### src/design/ect_pkg.sv
/*
  Package for the emulation event pin controller: state codes, the pin
  carrier type, counter width and reset values.
  Assumes nothing beyond a SystemVerilog compiler.
*/
package ect_pkg;

  // ----------------------------------------------------------------
  // controller states
  // ----------------------------------------------------------------
  typedef enum logic [1:0]
  {
    ECT_ST_IDLE  = 2'b00,
    ECT_ST_STOP  = 2'b01,
    ECT_ST_COUNT = 2'b10
  } ect_state_t;

  // ----------------------------------------------------------------
  // one two-way pin, output side; oe high while we drive it
  // ----------------------------------------------------------------
  typedef struct packed
  {
    logic oe;
    logic o;
  } ect_pin_t;

  // ----------------------------------------------------------------
  // sizes and reset values
  // ----------------------------------------------------------------
  localparam int         ECT_COUNT_W    = 16;
  localparam int         ECT_SYNC_W     = 2;
  localparam ect_pin_t   ECT_PIN_RELEASED = '{oe: 1'b0, o: 1'b0};
  localparam ect_state_t ECT_STATE_RST  = ECT_ST_IDLE;

endpackage

### src/design/ect_event_pins.sv
/*
  Emulation event pin controller of a target processor: drives the halt
  event pin and the count carry event pin, open-collector in signal-event
  mode and totem-pole in external count mode, and raises a halt request
  when an outside source pulls either pin low while not in external count mode.
  Assumes the pad ring combines *_oe/_o into the wire and returns the
  wire level on *_i; software controls arrive as same-clock levels/pulses.
*/
`timescale 1ns/100ps
module ect_event_pins
  import ect_pkg::*;
#(
  parameter int COUNT_W = ECT_COUNT_W
)
(
  // clock and reset
  input  wire logic     clk_i,
  input  wire logic     rst_i,
  // software controls
  input  wire logic     external_count_enable_i,
  input  wire logic     event_output_enable_i,
  input  wire logic     halt_on_event_enable_i,
  input  wire logic     signal_event_i,
  input  wire logic     stop_release_i,
  // processor status
  input  wire logic     count_tick_i,
  input  wire logic     processor_halted_i,
  // pins
  input  wire logic     halt_event_pin_i,
  output ect_pin_t      halt_event_pin_o,
  input  wire logic     count_carry_event_pin_i,
  output ect_pin_t      count_carry_event_pin_o,
  // to the processor
  output logic          halt_request_o,
  output logic          stop_signalled_o
);

  // ----------------------------------------------------------------
  // pin synchronisers
  // ----------------------------------------------------------------
  logic [1:0] sync_a;
  logic [1:0] sync_b;
  logic       line_low_prev;
  logic       line_low;

  always_ff @(posedge clk_i or posedge rst_i)
  begin
    if (rst_i)
    begin
      // both lines idle high, so no false low edge follows reset
      sync_a <= 2'h3;
      sync_b <= 2'h3;
    end
    else
    begin
      sync_a <= {count_carry_event_pin_i, halt_event_pin_i};
      sync_b <= sync_a;
    end
  end

  assign line_low = ~sync_b[0] | ~sync_b[1];

  // ----------------------------------------------------------------
  // state, counter and pin drive
  // ----------------------------------------------------------------
  ect_state_t         state;
  ect_state_t         next_state;
  logic [COUNT_W-1:0] count;
  logic [COUNT_W-1:0] next_count;
  logic               next_carry;
  ect_pin_t           next_halt_pin;
  ect_pin_t           next_carry_pin;
  logic               next_halt_request;
  logic               next_line_low_prev;
  logic [1:0]         settle;
  logic [1:0]         next_settle;
  logic               next_stop_signalled;

  always_comb
  begin
    next_state         = state;
    next_count         = count;
    next_carry         = 1'b0;
    next_halt_pin      = ECT_PIN_RELEASED;
    next_carry_pin     = ECT_PIN_RELEASED;
    next_line_low_prev = line_low;
    next_halt_request  = 1'b0;
    next_settle        = settle;

    case (state)
      ECT_ST_IDLE:
      begin
        if (signal_event_i && event_output_enable_i)
          next_state = ECT_ST_STOP;
      end
      ECT_ST_STOP:
      begin
        // a new event in the release cycle keeps the pin low
        if (stop_release_i && !signal_event_i)
          next_state = ECT_ST_IDLE;
      end
      ECT_ST_COUNT:
      begin
        if (!external_count_enable_i)
          next_state = ECT_ST_IDLE;
      end
      default:
        next_state = ECT_ST_IDLE;
    endcase
    if (external_count_enable_i)
      next_state = ECT_ST_COUNT;

    if (next_state == ECT_ST_COUNT)
    begin
      if (count_tick_i)
      begin
        next_count = count + 1'b1;
        next_carry = &count;
      end
      next_halt_pin  = '{oe: 1'b1, o: processor_halted_i};
      next_carry_pin = '{oe: 1'b1, o: next_carry};
    end
    else if (next_state == ECT_ST_STOP)
    begin
      // open-collector: only ever pull low
      next_halt_pin  = '{oe: 1'b1, o: 1'b0};
      next_carry_pin = '{oe: 1'b1, o: 1'b0};
    end

    // own totem-pole levels linger in the synchroniser after count ends
    if (state == ECT_ST_COUNT)
      next_settle = 2'(ECT_SYNC_W);
    else if (settle != 2'h0)
      next_settle = settle - 2'h1;

    // own totem-pole drive is not an outside source, so count mode is excluded
    if (halt_on_event_enable_i && state != ECT_ST_COUNT && settle == 2'h0 && line_low && !line_low_prev)
      next_halt_request = 1'b1;

    next_stop_signalled = (next_state == ECT_ST_STOP);
  end

  always_ff @(posedge clk_i or posedge rst_i)
  begin
    if (rst_i)
    begin
      state                   <= ECT_STATE_RST;
      count                   <= '0;
      halt_event_pin_o        <= ECT_PIN_RELEASED;
      count_carry_event_pin_o <= ECT_PIN_RELEASED;
      halt_request_o          <= 1'b0;
      stop_signalled_o        <= 1'b0;
      line_low_prev           <= 1'b0;
      settle                  <= 2'h0;
    end
    else
    begin
      state                   <= next_state;
      count                   <= next_count;
      halt_event_pin_o        <= next_halt_pin;
      count_carry_event_pin_o <= next_carry_pin;
      halt_request_o          <= next_halt_request;
      stop_signalled_o        <= next_stop_signalled;
      line_low_prev           <= next_line_low_prev;
      settle                  <= next_settle;
    end
  end
endmodule

### config.mk
export PLATFORM = sky130hd
export DESIGN_NAME = ect_event_pins
export DESIGN_NICKNAME = d
export VERILOG_FILES = /design/src/design/ect_pkg.sv /design/src/design/ect_event_pins.sv
export SDC_FILE = /design/constraint.sdc
export NUM_CORES = 1
export LEC_CHECK = 0
export BUFFER_PORTS_ARGS = -buffer_cell sky130_fd_sc_hd__buf_4
export CAP_MARGIN = 20
export CORE_MARGIN = 4
export CORE_UTILIZATION = 35
export DETAILED_ROUTE_END_ITERATION = 8
export GPL_TIMING_DRIVEN = 0
export PLACE_DENSITY = 0.63
export SLEW_MARGIN = 5
export SYNTH_ARGS = -nofsm -noshare
export SYNTH_HDL_FRONTEND = slang
export SYNTH_SLANG_ARGS = --single-unit
### constraint.sdc
create_clock -name clk_i -period 2 [get_ports clk_i]
set_input_delay 0.4 -clock clk_i [delete_from_list [all_inputs] [get_ports clk_i]]
set_output_delay 0.4 -clock clk_i [all_outputs]
set_load 0.02 [all_outputs]
==> impl_metrics.csv <==
group,metric,value,unit
status,outcome,"complete, no violations",
global_route,track_usage,11.18,%
synth,synth.net_count,115,
sta,period_share,93.55,%
route,dr_total_vias,777,
cells_and_area,final_util,46.48,%
synth,synth_ff_type,"dfrtp_1",
clocking,clk_pin_slew,90,ps
place,dp_hpwl,1.508,mm
power_and_ir_drop,p_leak,0.8203,nW
synth,syn-instance-count,100,
synth,ys_async_sr_fraction,100.0,%
hold_path,hold_path_class,"in2async",
worst_setup_path,critical_path_depth,9,
worst_setup_path,slowest_delay,410,ps
clocking,cts_tree,"yes",
cells_and_area,drive_gt1_share,34.62,%
global_route,first_global_vias,821,
sta,finalHoldViolCount,0,
route,drt-vias-per-instance,4.415,
place,port_buffers,16,
synth,synthAdderAreaFrac,3.953,%
global_route,grt-ovfl-total,0,
floorplan,num_io_pins,17,
clocking,clock_tree.buffer_depth,2,
power_and_ir_drop,ir_drop,0.3443,mV
route,totalWireLength,2.096,mm
synth,muxShareOfSynthArea,1.779,%
worst_setup_path,crit_path_top_delay_cell,"or3_4",
clocking,cts_root_buffer,"clkbuf_4",
worst_setup_path,required,2250,ps
sta,final-max-slew-violation-count,0,
route,drt_iter0_markers,66,
route,ant_nets,0,
sta,grt_setup_unrepaired,"no",
worst_setup_path,worstPathMaxFanout,5,
sta,relSlewSlack,75.18,%
synth,synth-compound-area-share,1.186,%
sta,setup_violations,0,
sta,layout_min_cycle_time,1871,ps
power_and_ir_drop,p_seq_share,55.0,%
route,wl_per_cell,11.91,um
global_route,antenna_found_initial,0,
worst_setup_path,crit_path_cell_trace,"buf_4 -> inv_1 -> o21ai_0 -> nand3_1 -> ha_2 -> nand3_4 -> or3_4 -> nor2_2 -> xor2_1",
power_and_ir_drop,switching_share,28.73,%
global_route,grt_max_degree,31,
route,post-route-drc-count,0,
synth,synth_cell_types,22,
worst_setup_path,critPathTopFamily,"simple AND/OR/NAND/NOR gates",
sta,skew,7.245,ps
synth,synth_edf_count,0,
clocking,cts_max_level,2,
floorplan,die_w,68.15,um
sta,hold_slack,44.51,ps
cells_and_area,fillers,321,
synth,ys_ff_latch,30,
synth,syn_area,1266,um^2
clocking,cts_inserted_buffers,5,
worst_setup_path,cp-end-kind,"register",
worst_setup_path,reg2reg_depth,9,
place,dp_slack,-124.0,ps
synth,avgSynthCellArea,12.66,um^2
synth,synth.yosys.seq_area_share,59.68,%
floorplan,fp.dieArea,4644,um^2
synth,synth_xor_area_share,11.07,%
power_and_ir_drop,p_per_area,883.7,nW/um^2
synth,synth_top_family_by_area,"simple AND/OR/NAND/NOR gates",
synth,yosys.area_share.simple,18.48,%
clocking,clock_latency,320,ps
cells_and_area,num_antenna_cells,0,
power_and_ir_drop,p_int,999.9,uW
cells_and_area,area_growth_syn_to_layout,25.40,%
route,drt_first_pass_iters,4,
clocking,cts.sinks,30,
floorplan,die-height,68.15,um
power_and_ir_drop,p_clk_share,26.1,%
synth,synth_warnings,0,
worst_setup_path,arrival,2120,ps
floorplan,row_count,21,
worst_setup_path,start_kind,"register",
worst_setup_path,path_buf_inv,2,
place,gp_congestion,0.6748,
global_route,grt_pass1_wl,3.677,mm
worst_setup_path,path_class,"reg2reg",
power_and_ir_drop,netSwitchingPower,403.2,uW
cells_and_area,nNetsFinal,144,
power_and_ir_drop,share_comb_of_total_power,18.9,%
sta,worstMarginPinSlew,372.0,ps
run,cap_violations,0,
floorplan,start_util,37.07,%
sta,worst_slack,129.0,ps
floorplan,core_area,3416,um^2
sta,fmax,534.5,MHz
power by group through the flow:
stage          clock network [mW]  registers [mW]  logic (mW)
6_report                    0.366           0.772       0.266
5_1_grt                     0.423           0.786       0.302
4_1_cts                     0.381           0.774       0.253
3_5_place_dp                    0           0.784       0.248
3_3_place_gp                    0           0.776       0.231
2_1_floorplan                   0           0.775       0.184
layout by cell type, fill, tap and decap left out, drive strengths merged, types with 4 or more instances in the layout:
cell / n
dfrtp: 26
buf: 23
inv: 10
xor2: 9
clkbuf: 8
xnor2: 7
nor2: 7
nand3: 7
nand2: 6
and3: 5
dfstp: 4
ha: 4
sequential cells by signal (all words and copies together) (netlist names):
signal                   count
count_carry_event_pin_o      2
sync_b                       2
halt_event_pin_o             1
sync_a                       2
settle                       2
count                       16
state                        2
halt_request_o               1
line_low_prev                1
stop_signalled_o             1
layer usage:
layer,vias to the layer above,track usage [%],wire [um]
met5,-,0,0
met4,0,7.444,68
met3,8,3.120,61
met2,12,20.46,1099
met1,371,10.77,866
li1,386,-,-
stage by stage:
stage	cells	power [mW]	instance area [um^2]	TNS (ps)
finish	176	1.403	1588	0
CTS	170	1.408	1515	0
global placement	162	1.007	1444	-217.0
detailed placement	162	1.032	1444	-318.8
floorplan	100	0.9586	1266	0
global route	176	1.511	1588	0
worst paths after layout:
path | from | to | slack, ps
setup / recovery | state[0] | count[10] | 130
hold / removal | rst_i | count_carry_event_pin_o[0] | 40
setup reg to reg | state[0] | count[10] | 130
hold reg to reg | sync_a[1] | sync_b[1] | 360
max in group asynchronous | rst_i | count[0] | 1520
min in group clk_i | count_carry_event_pin_i | sync_a[1] | 180
kinds of logic (layout without fill, tap and decap cells):
group,after synthesis,count (layout)
AO/OA/AOI/OAI,3,3
flip-flops,30,30
AND/OR/NAND/NOR,33,33
multiplexers,2,2
buffers and inverters,12,42
XOR/XNOR,16,16
adder cells (fa/ha/maj),4,4
timing repair:
item | CTS | global route
pin swaps | 1 | 2
setup endpoints to repair | 1 | 7
buffers inserted | 0 | 5
gates resized for setup | 2 | 3
hold buffers | 0 | 0
final cells by class:
class,instances,area [um^2],share of cell area [%]
clock buffer,7,55.05,3.467
sequential,30,755.7,47.60
tap,46,57.56,3.625
inverter,10,37.54,2.364
multi-input combinational,58,480.5,30.26
timing repair buffer,22,185.2,11.66
buffer,2,11.26,0.7092
clock inverter,1,5.005,0.3152
cells in the mapped netlist (2+ instances only):
cell type	instances	share of area, %
and3_1	5	2.5
dfrtp_1	26	51
dfstp_2	4	8.3
ha_1	4	4.0
inv_1	10	3.0
mux2_2	2	1.8
nand2_1	6	1.8
nand3_1	4	1.6
nand3_4	3	4.2
nand4_1	3	1.5
nor2_1	6	1.8
o21ai_0	3	1.2
xnor2_1	7	4.8
xor2_1	9	6.2
Note: power is estimated with default switching activity, not from simulation.
